--- config.mk ---
export PLATFORM = sky130hd
export DESIGN_NAME = cmc_top
export DESIGN_NICKNAME = d
export VERILOG_FILES = /design/src/cmc_sync.v /design/src/cmc_shreg.v /design/src/cmc_top.v
export VERILOG_INCLUDE_DIRS = /design/src
export SDC_FILE = /design/constraint.sdc
export NUM_CORES = 1
export LEC_CHECK = 0
export ABC_AREA = 1
export BUFFER_PORTS_ARGS = -buffer_cell sky130_fd_sc_hd__buf_2
export CAP_MARGIN = 10
export CELL_PAD_IN_SITES_DETAIL_PLACEMENT = 1
export CELL_PAD_IN_SITES_GLOBAL_PLACEMENT = 2
export CORE_AREA = 2 2 167 169
export CTS_CLUSTER_DIAMETER = 40
export DETAILED_ROUTE_END_ITERATION = 6
export DIE_AREA = 0 0 169 171
export GPL_TIMING_DRIVEN = 1
export PLACE_DENSITY = 0.94
export SKIP_LAST_GASP = 1
export SLEW_MARGIN = 30
export SYNTH_ARGS = -nofsm -noshare
export SYNTH_HDL_FRONTEND = slang
export SYNTH_SLANG_ARGS = --single-unit
export TNS_END_PERCENT = 50
--- constraint.sdc ---
create_clock -name mclk_in -period 3.3 [get_ports mclk_in]
set_clock_uncertainty 0.1 [all_clocks]
set_input_delay 0.66 -clock mclk_in [delete_from_list [all_inputs] [get_ports mclk_in]]
set_output_delay 0.66 -clock mclk_in [all_outputs]
set_load 0.02 [all_outputs]
--- src/cmc_regs.vh ---
// Purpose: register map, field positions, reset values and frame counts of the converter mode configuration block
// Assumes: included by bare name from every design file that needs it
// Notes:   addresses are the 4-bit serial register addresses
`ifndef CMC_REGS_VH
`define CMC_REGS_VH

// ********************************************************
// register addresses
// ********************************************************
`define CMC_ADDR_MAIN      4'h0
`define CMC_ADDR_I_OFS     4'h2
`define CMC_ADDR_I_FSR     4'h3
`define CMC_ADDR_CAL       4'h4
`define CMC_ADDR_Q_OFS     4'ha
`define CMC_ADDR_Q_FSR     4'hb
`define CMC_ADDR_SYNC      4'he

// ********************************************************
// field positions
// ********************************************************
`define CMC_BIT_CAL        15
`define CMC_BIT_DPS        14
`define CMC_BIT_OVS        13
`define CMC_BIT_TPM        12
`define CMC_BIT_PDI        11
`define CMC_BIT_PDQ        10
`define CMC_BIT_2SC        4
`define CMC_BIT_TSE        3
`define CMC_BIT_SDR        2
`define CMC_BIT_SSC        7
`define CMC_FSR_MSB        14
`define CMC_OFS_MSB        12

// ********************************************************
// reset values
// ********************************************************
`define CMC_RST_MAIN       16'h2000
`define CMC_RST_CAL        16'h0000
`define CMC_RST_OFS        16'h0000
`define CMC_RST_FSR        16'h4000
`define CMC_RST_SYNC       16'h0000
`define CMC_FSR_MID        15'h4000
`define CMC_FSR_MIN        15'h0000
`define CMC_OFS_ZERO       13'h0000
`define CMC_REG_ZERO       16'h0000
`define CMC_SYNC_RST       10'h001

// ********************************************************
// serial frame
// ********************************************************
`define CMC_FRAME_BITS     5'h18
`define CMC_CMD_LAST       5'h07
`define CMC_DATA_LAST      5'h17
`define CMC_RW_POS         6
`define CMC_OUT_SHIFTS     5'h0f
`define CMC_CNT_ZERO       5'h00
`define CMC_CNT_ONE        5'h01

`endif

--- src/cmc_sync.v ---
// Purpose: two-stage synchroniser for a group of asynchronous pins
// Assumes: each bit is an independent level
// Notes:   first stage feeds only the second stage
`timescale 1ns/1ps
module cmc_sync #(
	parameter             WIDTH   = 10,
	parameter [WIDTH-1:0] RST_VAL = {WIDTH{1'b0}} // per-bit idle level: no false activity after reset
) (
	input  wire             mclk_in,   // system clock
	input  wire             rst_n_in,  // async reset, active low
	input  wire [WIDTH-1:0] async_in,  // raw pin levels
	output reg  [WIDTH-1:0] sync_out   // synchronised levels
);

	reg [WIDTH-1:0] meta_q;

	always @(posedge mclk_in or negedge rst_n_in) begin
		if (!rst_n_in) begin
			meta_q   <= RST_VAL;
			sync_out <= RST_VAL;
		end else begin
			meta_q   <= async_in;
			sync_out <= meta_q;
		end
	end

endmodule

--- src/cmc_shreg.v ---
// Purpose: msb-first parallel-load shift register for serial read data
// Assumes: load and shift never asserted together; load wins if they are
// Notes:   once emptied it keeps presenting the last bit shifted in (zero)
`timescale 1ns/1ps
module cmc_shreg #(
	parameter WIDTH = 16
) (
	input  wire             mclk_in,   // system clock
	input  wire             rst_n_in,  // async reset, active low
	input  wire             load_in,   // load parallel word
	input  wire             shift_in,  // advance one bit
	input  wire [WIDTH-1:0] data_in,   // parallel word
	output wire             msb_out    // current serial bit
);

	reg [WIDTH-1:0] sh_q;

	always @(posedge mclk_in or negedge rst_n_in) begin
		if (!rst_n_in) begin
			sh_q <= {WIDTH{1'b0}};
		end else if (load_in) begin
			sh_q <= data_in;
		end else if (shift_in) begin
			sh_q <= {sh_q[WIDTH-2:0], 1'b0};
		end
	end

	assign msb_out = sh_q[WIDTH-1];

endmodule

--- src/cmc_top.v ---
// Purpose: mode and feature selection register bank of a dual-channel sampling converter
// Assumes: serial pins and mode pins are asynchronous to mclk_in; sclk well below mclk_in / 4
// Notes:   serial pins are oversampled on mclk_in, so a frame costs no second clock domain
// Function
// - extended mode: main bit 14 sets ddr clock phase or sdr launch edge, default 0.
// - extended mode: main bit 2 selects sdr, ddr after reset; other mode always ddr.
// - extended mode: main bit 13 selects swing, default higher; otherwise higher only.
// - extended mode: main bit 4 selects two's complement; otherwise offset binary always.
// - test pattern from main bit 12 in extended mode, else from its pin; off by default.
// - timestamp only in extended mode via main bit 3, off after reset.
// - calibration from main bit 15 in extended mode; calibration pin works in both modes.
// - calibration value access only in extended mode via calibration register bit 7.
// - i-channel powered down by main bit 11 in extended mode or its pin always.
// - q-channel powered down by main bit 10 in extended mode or its pin always.
// - extended mode full-scale trim is 15 bits; otherwise one pin picks two settings.
// - pin high equals mid-scale trim code, pin low equals minimum trim code.
// - offset trim, sign plus 12-bit magnitude, only in extended mode, default zero.
// - each register access is one 24-bit frame: command then 16-bit data.
`timescale 1ns/1ps
`include "cmc_regs.vh"
module cmc_top #(
	parameter FSR_W = 15,
	parameter OFS_W = 13
) (
	input  wire             mclk_in,                        // system clock, 40 MHz
	input  wire             rst_n_in,                       // async reset, active low
	input  wire             scs_n_in,                       // serial chip select, active low
	input  wire             sclk_in,                        // serial clock pin
	input  wire             sdi_in,                         // serial data in
	output reg              sdo_out,                        // serial data out
	output reg              sdo_oe_out,                     // sdo driven while high
	input  wire             extended_control_mode_in,       // mode select pin
	input  wire             double_rate_phase_pin_in,       // ddr phase pin
	input  wire             test_pattern_pin_in,            // test pattern pin
	input  wire             i_channel_powerdown_pin_in,     // i power-down pin
	input  wire             q_channel_powerdown_pin_in,     // q power-down pin
	input  wire             full_scale_range_pin_in,        // range pin, high = higher range
	input  wire             calibration_pin_in,             // calibration pin
	output reg              output_clock_phase_select_out,  // 0 = 0 deg / rising, 1 = 90 deg / falling
	output reg              sdr_select_out,                 // 1 = single-rate clocking
	output reg              output_swing_select_out,        // 1 = higher swing
	output reg              twos_complement_select_out,     // 1 = two's complement
	output reg              test_pattern_enable_out,        // test pattern on
	output reg              timestamp_enable_out,           // time stamp on
	output reg              calibration_request_out,        // calibration trigger level
	output reg              calibration_value_access_out,   // stored calibration r/w enabled
	output reg              i_channel_powerdown_out,        // i-channel off
	output reg              q_channel_powerdown_out,        // q-channel off
	output reg  [FSR_W-1:0] i_full_scale_range_out,         // i range trim
	output reg  [FSR_W-1:0] q_full_scale_range_out,         // q range trim
	output reg  [OFS_W-1:0] i_offset_trim_out,              // i offset, sign + magnitude
	output reg  [OFS_W-1:0] q_offset_trim_out,              // q offset, sign + magnitude
	output reg  [15:0]      sync_and_clock_reset_control_out // raw sync register contents
);

	// ********************************************************
	// helpers
	// ********************************************************
	function [FSR_W-1:0] fsr_pick;
		input             extended_control_mode;
		input             pin;
		input [15:0]      regv;
		begin
			if (extended_control_mode) begin
				fsr_pick = regv[`CMC_FSR_MSB:0];
			end else if (pin) begin
				fsr_pick = `CMC_FSR_MID;
			end else begin
				fsr_pick = `CMC_FSR_MIN;
			end
		end
	endfunction

	function [OFS_W-1:0] ofs_pick;
		input             extended_control_mode;
		input [15:0]      regv;
		begin
			if (extended_control_mode) begin
				ofs_pick = regv[`CMC_OFS_MSB:0];
			end else begin
				ofs_pick = `CMC_OFS_ZERO;
			end
		end
	endfunction

	// ********************************************************
	// pin synchronisation
	// ********************************************************
	wire [9:0] pins_s;
	wire       scs_n_s;
	wire       sclk_s;
	wire       sdi_s;
	wire       ecm_s;
	wire       double_rate_phase_pin_s;
	wire       tpm_s;
	wire       pdi_s;
	wire       pdq_s;
	wire       fsrp_s;
	wire       calp_s;
	wire       out_bit;

	cmc_sync #(
		.WIDTH   (10),
		.RST_VAL (`CMC_SYNC_RST)
	) u_sync (
		.mclk_in  (mclk_in),
		.rst_n_in (rst_n_in),
		.async_in ({calibration_pin_in, full_scale_range_pin_in, q_channel_powerdown_pin_in,
			i_channel_powerdown_pin_in, test_pattern_pin_in, double_rate_phase_pin_in,
			extended_control_mode_in, sdi_in, sclk_in, scs_n_in}),
		.sync_out (pins_s)
	);

	assign scs_n_s = pins_s[0];
	assign sclk_s  = pins_s[1];
	assign sdi_s   = pins_s[2];
	assign ecm_s   = pins_s[3];
	assign double_rate_phase_pin_s = pins_s[4];
	assign tpm_s   = pins_s[5];
	assign pdi_s   = pins_s[6];
	assign pdq_s   = pins_s[7];
	assign fsrp_s  = pins_s[8];
	assign calp_s  = pins_s[9];

	// edge detect works on the synchronised copy only
	reg  sclk_d1_q;
	wire sclk_rise = sclk_s & ~sclk_d1_q;
	wire sclk_fall = ~sclk_s & sclk_d1_q;

	// ********************************************************
	// serial frame state machine
	// ********************************************************
	localparam [3:0] ST_IDLE = 4'h1;
	localparam [3:0] ST_CMD  = 4'h2;
	localparam [3:0] ST_DATA = 4'h4;
	localparam [3:0] ST_DONE = 4'h8;

	reg [3:0]  state_q, state_d;
	reg [4:0]  bit_cnt_q;
	reg [4:0]  fall_cnt_q;
	reg [23:0] shift_q;
	reg        rd_q;
	reg [3:0]  addr_q;
	reg        drive_q;
	reg [15:0] rd_data;

	reg [15:0] main_configuration_q;
	reg [15:0] calibration_adjust_q;
	reg [15:0] i_offset_adjust_q;
	reg [15:0] i_range_adjust_q;
	reg [15:0] q_offset_adjust_q;
	reg [15:0] q_range_adjust_q;
	reg [15:0] sync_and_clock_reset_control_q;

	wire       cmd_done = sclk_rise & (bit_cnt_q == `CMC_CMD_LAST);
	wire       wr_now   = sclk_rise & (bit_cnt_q == `CMC_DATA_LAST) & state_q[3] == 1'b0 & ~rd_q;
	wire [15:0] wr_data = {shift_q[14:0], sdi_s};
	wire       first_fall = sclk_fall & state_q[2] & rd_q & ~drive_q;
	wire       next_fall  = sclk_fall & drive_q & (fall_cnt_q != `CMC_OUT_SHIFTS);

	always @* begin
		state_d = state_q;
		case (state_q)
			ST_IDLE: begin
				if (!scs_n_s) begin
					state_d = ST_CMD;
				end
			end
			ST_CMD: begin
				if (scs_n_s) begin
					state_d = ST_IDLE;
				end else if (cmd_done) begin
					state_d = ST_DATA;
				end
			end
			ST_DATA: begin
				if (scs_n_s) begin
					state_d = ST_IDLE; // short frame: nothing written
				end else if (sclk_rise && bit_cnt_q == `CMC_DATA_LAST) begin
					state_d = ST_DONE;
				end
			end
			ST_DONE: begin
				// chip select must toggle before the next frame
				if (scs_n_s) begin
					state_d = ST_IDLE;
				end
			end
			default: begin
				state_d = ST_IDLE;
			end
		endcase
	end

	always @* begin
		case (shift_q[3:0])
			`CMC_ADDR_MAIN:  rd_data = main_configuration_q;
			`CMC_ADDR_I_OFS: rd_data = i_offset_adjust_q;
			`CMC_ADDR_I_FSR: rd_data = i_range_adjust_q;
			`CMC_ADDR_CAL:   rd_data = calibration_adjust_q;
			`CMC_ADDR_Q_OFS: rd_data = q_offset_adjust_q;
			`CMC_ADDR_Q_FSR: rd_data = q_range_adjust_q;
			`CMC_ADDR_SYNC:  rd_data = sync_and_clock_reset_control_q;
			default:         rd_data = `CMC_REG_ZERO;
		endcase
	end

	always @(posedge mclk_in or negedge rst_n_in) begin
		if (!rst_n_in) begin
			state_q    <= ST_IDLE;
			sclk_d1_q  <= 1'b0;
			bit_cnt_q  <= `CMC_CNT_ZERO;
			fall_cnt_q <= `CMC_CNT_ZERO;
			shift_q    <= 24'h000000;
			rd_q       <= 1'b0;
			addr_q     <= 4'h0;
			drive_q    <= 1'b0;
		end else begin
			state_q   <= state_d;
			sclk_d1_q <= sclk_s;
			if (state_q == ST_IDLE) begin
				bit_cnt_q  <= `CMC_CNT_ZERO;
				fall_cnt_q <= `CMC_CNT_ZERO;
				rd_q       <= 1'b0;
				drive_q    <= 1'b0;
			end else begin
				if (sclk_rise && bit_cnt_q != `CMC_FRAME_BITS) begin
					bit_cnt_q <= bit_cnt_q + `CMC_CNT_ONE;
					shift_q   <= {shift_q[22:0], sdi_s};
				end
				if (cmd_done) begin
					rd_q   <= shift_q[`CMC_RW_POS];
					addr_q <= shift_q[3:0];
				end
				if (first_fall) begin
					drive_q <= 1'b1;
				end
				if (next_fall) begin
					fall_cnt_q <= fall_cnt_q + `CMC_CNT_ONE;
				end
			end
		end
	end

	// msb first; after d0 the line holds d0 until chip select rises
	cmc_shreg #(
		.WIDTH (16)
	) u_out (
		.mclk_in  (mclk_in),
		.rst_n_in (rst_n_in),
		.load_in  (cmd_done),
		.shift_in (next_fall),
		.data_in  (rd_data),
		.msb_out  (out_bit)
	);

	always @(posedge mclk_in or negedge rst_n_in) begin
		if (!rst_n_in) begin
			sdo_out    <= 1'b0;
			sdo_oe_out <= 1'b0;
		end else begin
			sdo_out    <= out_bit;
			sdo_oe_out <= drive_q & ~scs_n_s;
		end
	end

	// ********************************************************
	// register file
	// ********************************************************
	always @(posedge mclk_in or negedge rst_n_in) begin
		if (!rst_n_in) begin
			main_configuration_q           <= `CMC_RST_MAIN;
			calibration_adjust_q           <= `CMC_RST_CAL;
			i_offset_adjust_q              <= `CMC_RST_OFS;
			i_range_adjust_q               <= `CMC_RST_FSR;
			q_offset_adjust_q              <= `CMC_RST_OFS;
			q_range_adjust_q               <= `CMC_RST_FSR;
			sync_and_clock_reset_control_q <= `CMC_RST_SYNC;
		end else if (wr_now) begin
			case (addr_q)
				`CMC_ADDR_MAIN:  main_configuration_q           <= wr_data;
				`CMC_ADDR_I_OFS: i_offset_adjust_q              <= wr_data;
				`CMC_ADDR_I_FSR: i_range_adjust_q               <= wr_data;
				`CMC_ADDR_CAL:   calibration_adjust_q           <= wr_data;
				`CMC_ADDR_Q_OFS: q_offset_adjust_q              <= wr_data;
				`CMC_ADDR_Q_FSR: q_range_adjust_q               <= wr_data;
				`CMC_ADDR_SYNC:  sync_and_clock_reset_control_q <= wr_data;
				default: begin
				end
			endcase
		end
	end

	// ********************************************************
	// feature selection
	// ********************************************************
	// registers keep their contents across mode changes; only the selection moves
	always @(posedge mclk_in or negedge rst_n_in) begin
		if (!rst_n_in) begin
			output_clock_phase_select_out    <= 1'b0;
			sdr_select_out                   <= 1'b0;
			output_swing_select_out          <= 1'b1;
			twos_complement_select_out       <= 1'b0;
			test_pattern_enable_out          <= 1'b0;
			timestamp_enable_out             <= 1'b0;
			calibration_request_out          <= 1'b0;
			calibration_value_access_out     <= 1'b0;
			i_channel_powerdown_out          <= 1'b0;
			q_channel_powerdown_out          <= 1'b0;
			i_full_scale_range_out           <= `CMC_FSR_MID;
			q_full_scale_range_out           <= `CMC_FSR_MID;
			i_offset_trim_out                <= `CMC_OFS_ZERO;
			q_offset_trim_out                <= `CMC_OFS_ZERO;
			sync_and_clock_reset_control_out <= `CMC_RST_SYNC;
		end else begin
			output_clock_phase_select_out <= ecm_s ? main_configuration_q[`CMC_BIT_DPS] : double_rate_phase_pin_s;
			sdr_select_out               <= ecm_s & main_configuration_q[`CMC_BIT_SDR];
			output_swing_select_out      <= ~ecm_s | main_configuration_q[`CMC_BIT_OVS];
			twos_complement_select_out   <= ecm_s & main_configuration_q[`CMC_BIT_2SC];
			test_pattern_enable_out      <= ecm_s ? main_configuration_q[`CMC_BIT_TPM] : tpm_s;
			timestamp_enable_out         <= ecm_s & main_configuration_q[`CMC_BIT_TSE];
			calibration_request_out      <= calp_s | (ecm_s & main_configuration_q[`CMC_BIT_CAL]);
			calibration_value_access_out <= ecm_s & calibration_adjust_q[`CMC_BIT_SSC];
			i_channel_powerdown_out      <= pdi_s | (ecm_s & main_configuration_q[`CMC_BIT_PDI]);
			q_channel_powerdown_out      <= pdq_s | (ecm_s & main_configuration_q[`CMC_BIT_PDQ]);
			i_full_scale_range_out       <= fsr_pick(ecm_s, fsrp_s, i_range_adjust_q);
			q_full_scale_range_out       <= fsr_pick(ecm_s, fsrp_s, q_range_adjust_q);
			i_offset_trim_out            <= ofs_pick(ecm_s, i_offset_adjust_q);
			q_offset_trim_out            <= ofs_pick(ecm_s, q_offset_adjust_q);
			sync_and_clock_reset_control_out <= sync_and_clock_reset_control_q;
		end
	end

endmodule

==> results, run 1 <==
- For hold timing, the worst endpoint is u_sync.meta_q[0].
- The share of total power in the clock network is 50.8%.
- In this run the worst hold path is classified as in2reg.
- In this run the deepest clock path goes through 3 buffers.
- The die is 169 um wide.
- For this block, the via count after detailed routing is 8498.
- In the global route stage, overall resource usage came out at 22.8%.
- The via count of the first global-routing pass is 9077.
- The final hold violation count is 0.
- Registers are responsible for 37.0% of the overall power.
- The count of cells resized by post-cts repair is 0.
- The largest net degree at the start of global routing is 104.
- Of the total power, combinational logic draws 12.2%.
- The post-synthesis average cell area is 9.01 um2.
- In this run the standard cell core region covers 27300 um2.
- The element type at the critical path start is a flop.
- The H-tree depth reported by CTS is 2.
- The run finished with clean final reports.
- Leaving out fill and tap cells, the most frequent cells in the layout are sky130_fd_sc_hd__nand2_1 (381), sky130_fd_sc_hd__dfrtp_1 (258), sky130_fd_sc_hd__o21ai_0 (136).
- The register-to-register setup slack is 940 ps.
- For this design the ratio of total power to cell area is 727 nW/um2.
- From bottom edge to top edge, the die measures 171 um.
- The full die area is 28900 um2.
- Summing internal, switching and leakage power gives 9.49 mW.
- The floorplan has 61 rows.
- The number of enable-type register cells in the synthesized netlist is 0.
- The data required time at the worst endpoint is 3580 ps.
- The instance area at placement is 11500 um2.
- 96 I/O pins were placed.
- The unique cell type count in the Yosys netlist is 30.
- At the end of routability-driven placement, the weighted congestion stood at 0.825.
- The library cell used most frequently in the layout, excluding fill and tap cells, is sky130_fd_sc_hd__nand2_1.
- The final wirelength is 31500 um.
- The total count of max-transition violations in the final report is 0.
- The clock tree root driver cell is sky130_fd_sc_hd__clkbuf_16.
- The Yosys step of the flow raised 0 warnings.
- Detailed placement ended at an HPWL of 20700 um.
- The capturing point of the worst reg2reg path is addr_q[0].
- The worst register-to-register path has a depth of 7.
- The sort of element at the end of the critical path is a flop.
- The filler cells instantiated in the layout total 3156.
- The final antenna diode count is 0.
- The CTS tree is yes.
- Setup repair after global routing left no endpoint under its margin.
- After detailed routing, the number of remaining DRC violations is 0.
- Synthesis produced 1181 cells.
- The later-pin clock latency in the skew report is 530 ps.
- Dividing the detail-routed wire length by the instance count gives 18.9 um.
- The post-route setup TNS is 0 ps.
- STA puts the critical path data arrival time at 2640 ps.
- The number of synthesized register bits is 268.
- The initial antenna violation count is 0.
- Counting instances, the worst hold path has a depth of 1.
- The post-route netlist has 16.3% of its cells at a drive strength greater than 1.
- The final standard cell area without fillers is 13000 um2.
- The critical hold path startpoint is scs_n_in.
- The start of the worst register-to-register path is bit_cnt_q[0].
- The async set-or-reset flop fraction in the synthesized netlist is 100%.
- The switching share of power is 28.2%.
- After detailed routing, the number of vias per cell comes to 5.11.
- The post-synthesis sequential area ratio is 63.1%.
- The internal power is 6.81 mW.
- The signed area change from the synthesized netlist to the final layout is 22.6%.
- IR analysis of the VDD net gives a maximum drop of 0.000431 V.
- The cell leakage power is 7.05 nW.
- Setup violations remaining at the end of the flow were counted as 0.
- The total standard cell area after synthesis is 10600 um2.
- After layout, the worst path uses 71.5% of the clock period.
- The delay of the slowest cell on the worst path is 510 ps.
- The first global-routing pass estimated 50700 um of wire.
- After the last flow step, the layout net total stands at 1301.
- For this configuration, the core starts out at a cell density of 39.0%.
- After the first detailed-routing iteration, the DRC count stood at 518.
- The library cell contributing the largest single delay on the critical path is sky130_fd_sc_hd__clkinv_1.
- The number of sinks on the clock net is 268.
- The max-slew headroom at the worst pin is 48.9%.
- Static timing analysis puts the maximum clock frequency at 424 MHz.
- The reported max-cap violation count is 0.
- The actual slew at the worst max-slew pin is 767 ps.
- The worst setup path is of the reg2reg kind.
- The leading register cell type out of synthesis is sky130_fd_sc_hd__dfrtp_1.
- The number of optimization iterations in the first detailed-route pass is 7.
- The number of nets with antenna violations after detailed routing is 0.
- The critical path goes through ha_1, nand2_2, nor2_2, nand3_2, clkinv_1, nand2_1, o21ai_0.
- Buffers inserted during clock tree synthesis total 41.
- The clock-pin slew on the worst setup and hold paths is 50 ps.
- In this run the power spent charging and discharging nets is 2.68 mW.
- Global routing finished with a remaining overflow of 0.
- The largest driver fanout on the critical path is 19.
- Synthesis produced a netlist with a net count of 1197.
- The port buffer count is 95.
- The clock period could shrink to 2360 ps.
- The tightest hold margin is 137 ps.
[through the flow]
| step | utilization, % | setup slack, ps | cells |
|---|---|---|---|
| final | 47.7 | 939 | 1663 |
| after floorplan | - | 1450 | 1181 |
| after detailed placement | 42.0 | 772 | 1587 |
| after CTS | 47.7 | 742 | 1663 |
| after global routing | 47.7 | 682 | 1663 |
| after global placement | 42.0 | 993 | 1587 |
[synth_stat cells, drive strengths merged (3+ instances only)]
cell type	n	area [um2]
a21o	3	22.5
dfstp	9	236
dfrtp	259	6480
nand4	4	25.0
buf	34	168
nor2	72	285
nor3	6	46.3
nand3	113	576
clkbuf	19	76.3
a21oi	6	30.0
nand2	386	1450
ha	4	50.1
inv	117	439
or2	3	18.8
o21ai	142	711
[power groups by stage]
stage | logic, mW | clock network, mW | registers, mW
final | 1.16 | 4.82 | 3.51
after global routing | 1.25 | 5.05 | 3.52
after CTS | 1.16 | 4.92 | 3.51
after detailed placement | 1.14 | 0 | 3.56
after global placement | 1.12 | 0 | 3.55
after floorplan | 0.628 | 0 | 3.53
[worst max-delay path by stage]
stage                      endpoint           from  depth (start not counted)  slack (ps)
2_1_floorplan        u_out.sh_q[10]  fall_cnt_q[0]                         11        1450
5_1_grt                   addr_q[2]   bit_cnt_q[0]                          8         680
3_3_place_gp              addr_q[0]   bit_cnt_q[0]                          7         990
6_report                  addr_q[0]   bit_cnt_q[0]                          7         940
3_5_place_dp   i_range_adjust_q[13]   bit_cnt_q[0]                          7         770
4_1_cts        i_range_adjust_q[13]   bit_cnt_q[1]                          7         740
[timing repair]
action	CTS	global route
hold buffers	1	0
buffers inserted	0	0
endpoints found under the hold margin	20	0
[cell families after synthesis]
group / count (synthesis) / share of synthesized area, %
and+or+nand+nor: 584 / 22.6
adders and majority gates: 4 / 0.470
AOI/OAI and AO/OA: 153 / 7.30
DFF: 268 / 63.1
buffers and inverters: 171 / 6.45
xor gates and xnor gates: 1 / 0.0823
[sequential cells by signal (all words and copies together), names as in the netlist, 13 cells and up]
register                          count
i_range_adjust_q                     16
q_offset_adjust_q                    16
u_out.sh_q                           16
q_range_adjust_q                     16
main_configuration_q                 16
shift_q                              15
i_offset_adjust_q                    16
i_offset_trim_out                    13
sync_and_clock_reset_control_out     16
calibration_adjust_q                 16
q_offset_trim_out                    13
q_full_scale_range_out               15
sync_and_clock_reset_control_q       16
i_full_scale_range_out               15
[area by class of cell]
| class | count | area, um2 | area share [%] |
|---|---|---|---|
| tap | 346 | 433 | 3.32 |
| clock buffer | 50 | 1140 | 8.76 |
| clock inverter | 25 | 403 | 3.09 |
| timing repair buffer | 114 | 656 | 5.03 |
| inverter | 118 | 443 | 3.40 |
| multi-input combinational | 742 | 3250 | 24.9 |
| sequential | 268 | 6720 | 51.5 |
[metal layers]
metal  global-route usage (%)  share of wire (%)  up-vias
met5                        0                  0        -
met4                     8.96                3.4        0
met3                     4.12                4.9       67
met2                     38.2                 48      228
met1                     29.4                 44     4268
li1                         -                  -     3935
[worst max-delay path, delay by kind of cell (launching register included)]
| family | cells | cell delay (ps) |
|---|---|---|
| AOI/OAI and AO/OA | 1 | 130 |
| adders and majority gates | 1 | 250 |
| buffers and inverters | 1 | 510 |
| DFF | 1 | 390 |
| and+or+nand+nor | 4 | 840 |
No activity file was read; power rests on OpenSTA's default activity.
==> inputs of run 2 (changes only) <==
CORE_AREA = 2 2 173 175   (was 2 2 167 169)
DIE_AREA = 0 0 175 177   (was 0 0 169 171)
PLACE_DENSITY = 0.89   (was 0.94)
clock period = 2.3 ns   (was 3.3 ns; I/O delays follow)
==> results, run 2 (synthesis gave the netlist of run 1 again) <==
- The filler cells instantiated in the layout total 3360.
- The count of standard-cell rows is 63.
- Traced cell by cell, the critical path runs through ha_1, nand2_1, nor2_1, ha_1, nor2_1, nand2_1, nand2_1, inv_1, nand2_1, nand2_1.
- The path with the worst hold slack has its endpoint at u_sync.sync_out[9].
- The worst register-to-register path ends at u_out.sh_q[3].
- Once layout is complete, the cells apart from fillers number 1739.
- Setup repair after global routing left no endpoint under its margin.
- The flow ran to the end, and the final reports show no timing, DRC or antenna violations.
- The start of the worst register-to-register path is fall_cnt_q[1].
- The kind of path behind the tightest hold check is reg2reg.
- The fmax is 479 MHz.
- The largest net degree at the start of global routing is 51.
- The final hold violation count came to 0.
- Headroom to the max-slew limit came out at 50.6%.
- TritonCTS built the clock tree.
- Across the VDD grid, the largest voltage drop is 0.000534 V.
- The final layout contains 1332 nets.
- The detailed router placed 8501 vias in this run.
- The total half-perimeter wirelength after legalization and detailed placement is 20900 um.
- The number of placed I/O pins is 96.
- The element type at the critical path start is a flop.
- Counting cells, the worst reg-to-reg path comes to 10.
- The die is 177 um tall.
- The die covers 31000 um2.
- The number of optimization iterations in the first detailed-route pass is 5.
- In this design, the stage delay of the slowest critical-path cell is 430 ps.
- In this run, placement finished with an instance count of 1650.
- The final setup violation count is 0.
- Along the worst hold path, the cell count comes to 0.
- The post-route netlist has 17.3% of its cells at a drive strength greater than 1.
- The final wirelength is 31400 um.
- The number of sinks on the clock net is 268.
- The remaining global-route overflow is 0.
- The final weighted congestion of routability-driven global placement is 0.818.
- The largest driver fanout on the critical path is 16.
- The post-detailed-route wirelength per cell is 18.0 um.
- The largest individual stage delay along the critical path comes from the cell sky130_fd_sc_hd__inv_1.
- The die is 175 um wide.
- The core region is 29200 um2.
- For the worst setup path, the data required time is 2650 ps.
- The tightest hold path in the finished design has a slack of 238 ps.
- The number of vias per cell after detailed routing is 4.89.
- The later-pin clock latency in the skew report is 540 ps.
- The sort of element at the end of the critical path is a flop.
- The total count of max-transition violations in the final report is 0.
- The most common cell after layout, fill and taps aside is sky130_fd_sc_hd__nand2_1.
- After clock tree synthesis, the clock-pin slew on the worst setup and hold paths is 50 ps.
- After detailed routing, the number of remaining DRC violations is 0.
- The cell area power density is 1020 nW/um2.
- The met1 capacity usage during global routing is 28.5%.
- The critical hold path startpoint is u_sync.meta_q[9].
- In this design, the critical path's most frequently occurring cell is sky130_fd_sc_hd__nand2_1.
- TritonCTS created 43 clock buffers.
- The register-to-register setup slack is 210 ps.
- The worst path in the final design needs a cycle of 2090 ps, including I/O delays and setup.
- For this run, the total global-route usage over all layers was measured as 20.9%.
- The signed area change from the synthesized netlist to the final layout is 25.6%.
- The actual slew at the worst max-slew pin is 741 ps.
- The first-pass GRT wire length is 50200 um.
- The worst setup path is of the reg2reg kind.
- The cell leakage power is 7.18 nW.
- The number of nets with antenna violations after detailed routing is 0.
- The violation count after the first detailed-route iteration is 536.
- The post-route setup TNS is 0 ps.
- The final antenna diode count is 0.
- The most crowded layer after global routing is met2.
- Once the floorplan was initialized, standard cells occupied 36.4% of the core.
- Global routing used 34.0% of the available met2 tracks.
- The met3 track utilization from global routing is 3.67%.
- The port buffer count is 95.
- Gates resized during post-CTS repair numbered 0.
- The tree is rooted in a sky130_fd_sc_hd__clkbuf_16.
- In the layout the commonest cells are sky130_fd_sc_hd__nand2_1 (385), sky130_fd_sc_hd__dfrtp_1 (258), sky130_fd_sc_hd__o21ai_0 (136).
- The tool flagged a number of max-cap violations equal to 0.
- The H-tree depth reported by CTS is 2.
- Data on the critical path arrives at its endpoint at 2440 ps.
- The clock passes through at most 3 buffers.
- The via count of the first global-routing pass is 8848.
- The initial antenna violation count was 0.
- Dividing the final minimum period by the clock period gives 90.8%.
run 2: changes by cell type in the layout (fill, tap and decap cells not counted), sizes merged:
cell,previous run,this run
clkinv,7,11
bufinv,9,8
clkinvlp,3,6
clkbuf,50,47
buf,113,132
dlygate4sd3,1,11
run 2: area by class of cell:
type                            instances  area, um2  area share (%)
Sequential cell                       268       6720            50.3
Multi-Input combinational cell        742       3240            24.2
Clock buffer                           47       1100            8.24
Timing Repair Buffer                  143        961            7.19
Tap cell                              390        488            3.65
Inverter                              118        443            3.31
Clock inverter                         31        415            3.11
run 2: critical path, delay by kind of cell (launching register included):
kind | cells | cell delay (ps)
buf+inv | 1 | 430
flops | 1 | 390
fa+ha+maj | 2 | 340
simple gates | 7 | 760
run 2: worst max-delay path by stage:
stage	end	from	depth (start not counted)
CTS	u_out.sh_q[3]	fall_cnt_q[1]	10
global route	u_out.sh_q[12]	fall_cnt_q[1]	10
global placement	u_out.sh_q[6]	fall_cnt_q[1]	10
finish	u_out.sh_q[3]	fall_cnt_q[1]	10
detailed placement	u_out.sh_q[2]	fall_cnt_q[1]	10
floorplan	u_out.sh_q[10]	fall_cnt_q[0]	11
run 2: stage by stage:
stage | total power, mW | area, um2 | utilization, % | setup slack (ps)
final | 13.7 | 13400 | 45.7 | 211
after global routing | 14.2 | 13400 | 45.7 | 16.0
after CTS | 13.8 | 13400 | 45.7 | 177
after detailed placement | 6.95 | 11700 | 40.1 | 235
after global placement | 6.88 | 11700 | 40.1 | 298
after floorplan | 5.96 | 10600 | - | 451
run 2: power breakdown:
group / internal (mW) / switching (mW) / total (mW) / leakage (nW)
sequential: 4.89 / 0.142 / 5.03 / 3.65
combinational: 0.437 / 1.44 / 1.88 / 2.80
clock: 4.41 / 2.38 / 6.79 / 0.731
total: 9.73 / 3.96 / 13.7 / 7.18
run 2: timing repair:
item | 4_1_cts | 5_1_grt
setup endpoints to repair | 0 | 0
hold endpoints to repair | 52 | 0
hold buffers | 11 | 0
setup buffers | 0 | 0
run 2: layer usage:
layer | up-vias | wire length (um) | share of wire, %
li1 | 3993 | - | -
met1 | 4212 | 14100 | 45
met2 | 239 | 14700 | 47
met3 | 57 | 1570 | 5.0
met4 | 0 | 933 | 3.0
met5 | - | 0 | 0
==> inputs of run 3 (changes only) <==
BUFFER_PORTS_ARGS = default   (was -buffer_cell sky130_fd_sc_hd__buf_2)
CORE_AREA = 2 2 169 171   (was 2 2 173 175)
DIE_AREA = 0 0 171 173   (was 0 0 175 177)
DONT_BUFFER_PORTS = 1   (was default)
PLACE_DENSITY = 0.87   (was 0.89)
==> results, run 3 (synthesis gave the netlist of run 1 again) <==
- The most common cell after layout, fill and taps aside is sky130_fd_sc_hd__nand2_1.
- The register-to-register setup slack is 310 ps.
- In the global route stage, met1 resource usage came out at 28.2%.
- In this run the worst path has a maximum fanout of 16.
- The port buffer count is 0.
- The via count of the first global-routing pass came to 8456.
- met2 is the most crowded layer.
- STA classifies the critical path startpoint as a flop.
- The cell leakage power is 6.52 nW.
- The routed design could run at a clock period as short as 1990 ps.
- The largest individual stage delay along the critical path comes from the cell sky130_fd_sc_hd__inv_1.
- The max-slew headroom at the worst pin is 56.4%.
- The total count of max-transition violations in the final report was 0.
- TritonCTS built the clock tree.
- In this run the horizontal extent of the chip is 171 um.
- In the layout the commonest cells are sky130_fd_sc_hd__nand2_1 (385), sky130_fd_sc_hd__dfrtp_1 (258), sky130_fd_sc_hd__o21ai_0 (136).
- For the pin with the worst max-slew slack, the measured transition is 653 ps.
- Before antenna repair, the detailed router went through 5 iterations.
- CTS placed an instance of sky130_fd_sc_hd__clkbuf_16 at the clock tree root.
- In this run, CTS created clock tree buffers numbering 39.
- The start point of the critical path is fall_cnt_q[1].
- The initial antenna violation count was 0.
- The number of hold buffers added after CTS is 10.
- The fmax is 503 MHz.
- The total design power is 12.8 mW.
- The full die area is 29600 um2.
- The final weighted congestion of routability-driven global placement is 0.823.
- The family with the most delay on the worst path is simple AND/OR/NAND/NOR gates.
- The cell area power density is 1020 nW/um2.
- The post-route clock period utilization is 86.4%.
- The HPWL after detailed placement is 19300 um.
- The delay of the slowest cell on the worst path is 400 ps.
- The number of buffers and inverters on the critical path is 1.
- The remaining global-route overflow is 0.
- The region available for standard cell placement spans 27600 um2.
- Walking the worst path, the cells encountered are ha_1, nand2_1, nor2_1, ha_1, nor2_1, nand2_1, nand2_1, inv_1, nand2_1, nand2_1.
- Setup repair after global routing left no endpoint under its margin.
- The count of vias placed by the detailed router is 8013.
- The vertical extent of the die is 173 um.
- The run finished, with violations left.
- The proportion of layout cells with a drive suffix above 1 is 9.69%.
- Measured in cells, the most critical reg-to-reg path has a length of 10.
- The later pin in the worst-skew pair is clocked with a latency of 530 ps.
- The capturing point of the worst reg2reg path is u_out.sh_q[1].
- In the routed design, unresolved DRC markers number 0.
- The H-tree depth reported by CTS is 2.
- Counting every sink on the clock net gives 268.
- The number of setup buffers added after CTS is 0.
- The clock-pin slew on the worst setup and hold paths is 60 ps.
- The number of placed I/O pins is 96.
- The data required time at the worst endpoint is 2650 ps.
- The final setup violation count is 0.
- At the worst endpoint, the arrival time is 2340 ps.
- Post-CTS repair changed the size of 0 cells.
- The cell occurring most often along the worst timing path is sky130_fd_sc_hd__nand2_1.
- Global routing used 33.3% of the available met2 tracks.
- The tightest hold margin is -468 ps.
- From synthesis to final layout, the design area changed by 18.1%.
- The number of nets with antenna violations after detailed routing is 0.
- The violation count after the first detailed-route iteration is 551.
- In this run the worst hold path is classified as in2async.
- The count of standard-cell rows is 61.
- The layout net count is 1224.
- After detailed routing, the average wire length per cell comes to 18.4 um.
- The met3 track utilization from global routing is 3.96%.
- The tool flagged a number of max-cap violations equal to 0.
- The first global-routing pass estimated 47900 um of wire.
- The final reports fail on hold timing.
- The critical path is of the reg2reg type.
- Entering global routing, the biggest net connects 269 pins.
- The final wirelength is 29800 um.
- The maximum ir drop on the vdd rail is 0.000556 V.
- The global router's overall resource usage is 20.8%.
- For this configuration, the core starts out at a cell density of 38.5%.
- STA classifies the critical path endpoint as a flop.
- Adding up every negative setup slack in the final design gives 0 ps.
- The number of vias per cell after detailed routing is 4.96.
- The final hold violation count is 265.
- The startpoint identified for the worst register-to-register timing path is fall_cnt_q[1].
- The maximum root-to-sink buffer count is 3.
## run 3: changes by cell type in the layout (fill, tap and decap cells not counted), sizes merged
cell | previous run | this run
buf | 132 | 29
clkbuf | 47 | 53
clkinv | 11 | 5
bufinv | 8 | 3
clkinvlp | 6 | 4
diode | 0 | 1
dlygate4sd3 | 11 | 10
## run 3: final cells by class
type	instances	area, um2
Timing Repair Buffer	39	343
Antenna cell	1	2.50
Inverter	118	443
Clock inverter	18	216
Fill cell	3186	15100
Multi-Input combinational cell	742	3240
Clock buffer	53	1130
Sequential cell	268	6720
Tap cell	378	473
## run 3: power breakdown
part	internal, mW	total, mW	switching [mW]	leakage (nW)
sequential	4.89	5.03	0.142	3.65
combinational	0.371	1.66	1.29	2.22
clock	3.84	6.06	2.23	0.651
total	9.10	12.8	3.66	6.52
## run 3: how the worst max path moves through the flow
stage	endpoint	slack, ps	cells after the start
finish	u_out.sh_q[1]	310	10
global route	u_out.sh_q[1]	40	10
CTS	u_out.sh_q[1]	260	10
detailed placement	u_out.sh_q[1]	290	10
global placement	u_out.sh_q[6]	310	10
floorplan	u_out.sh_q[10]	450	11
## run 3: routing by layer
| layer | wire length [um] | vias up | share of wire [%] |
|---|---|---|---|
| met4 | 915 | 0 | 3.1 |
| met5 | 0 | - | 0 |
| met1 | 13200 | 3985 | 44 |
| met3 | 1520 | 47 | 5.1 |
| li1 | - | 3781 | - |
| met2 | 14200 | 200 | 48 |
## run 3: metrics by stage
| step | cell area, um2 | instances | setup slack, ps | hold WS (ps) | util (%) |
|---|---|---|---|---|---|
| after floorplan | 10600 | 1181 | 451 | 64.4 | - |
| final | 12600 | 1617 | 312 | -468 | 45.5 |
| after global routing | 12600 | 1616 | 39.2 | -491 | 45.5 |
| after detailed placement | 11100 | 1535 | 289 | 76.0 | 40.2 |
| after global placement | 11100 | 1535 | 311 | 73.0 | 40.2 |
| after CTS | 12600 | 1616 | 264 | -481 | 45.5 |
## run 3: worst reg2reg max path, stage by stage (launching register included)
cell,delay (ps)
sky130_fd_sc_hd__dfrtp_1,390
sky130_fd_sc_hd__ha_1,190
sky130_fd_sc_hd__nand2_1,70
sky130_fd_sc_hd__nor2_1,90
sky130_fd_sc_hd__ha_1,150
sky130_fd_sc_hd__nor2_1,40
sky130_fd_sc_hd__nand2_1,180
sky130_fd_sc_hd__nand2_1,100
sky130_fd_sc_hd__inv_1,400
sky130_fd_sc_hd__nand2_1,130
sky130_fd_sc_hd__nand2_1,100
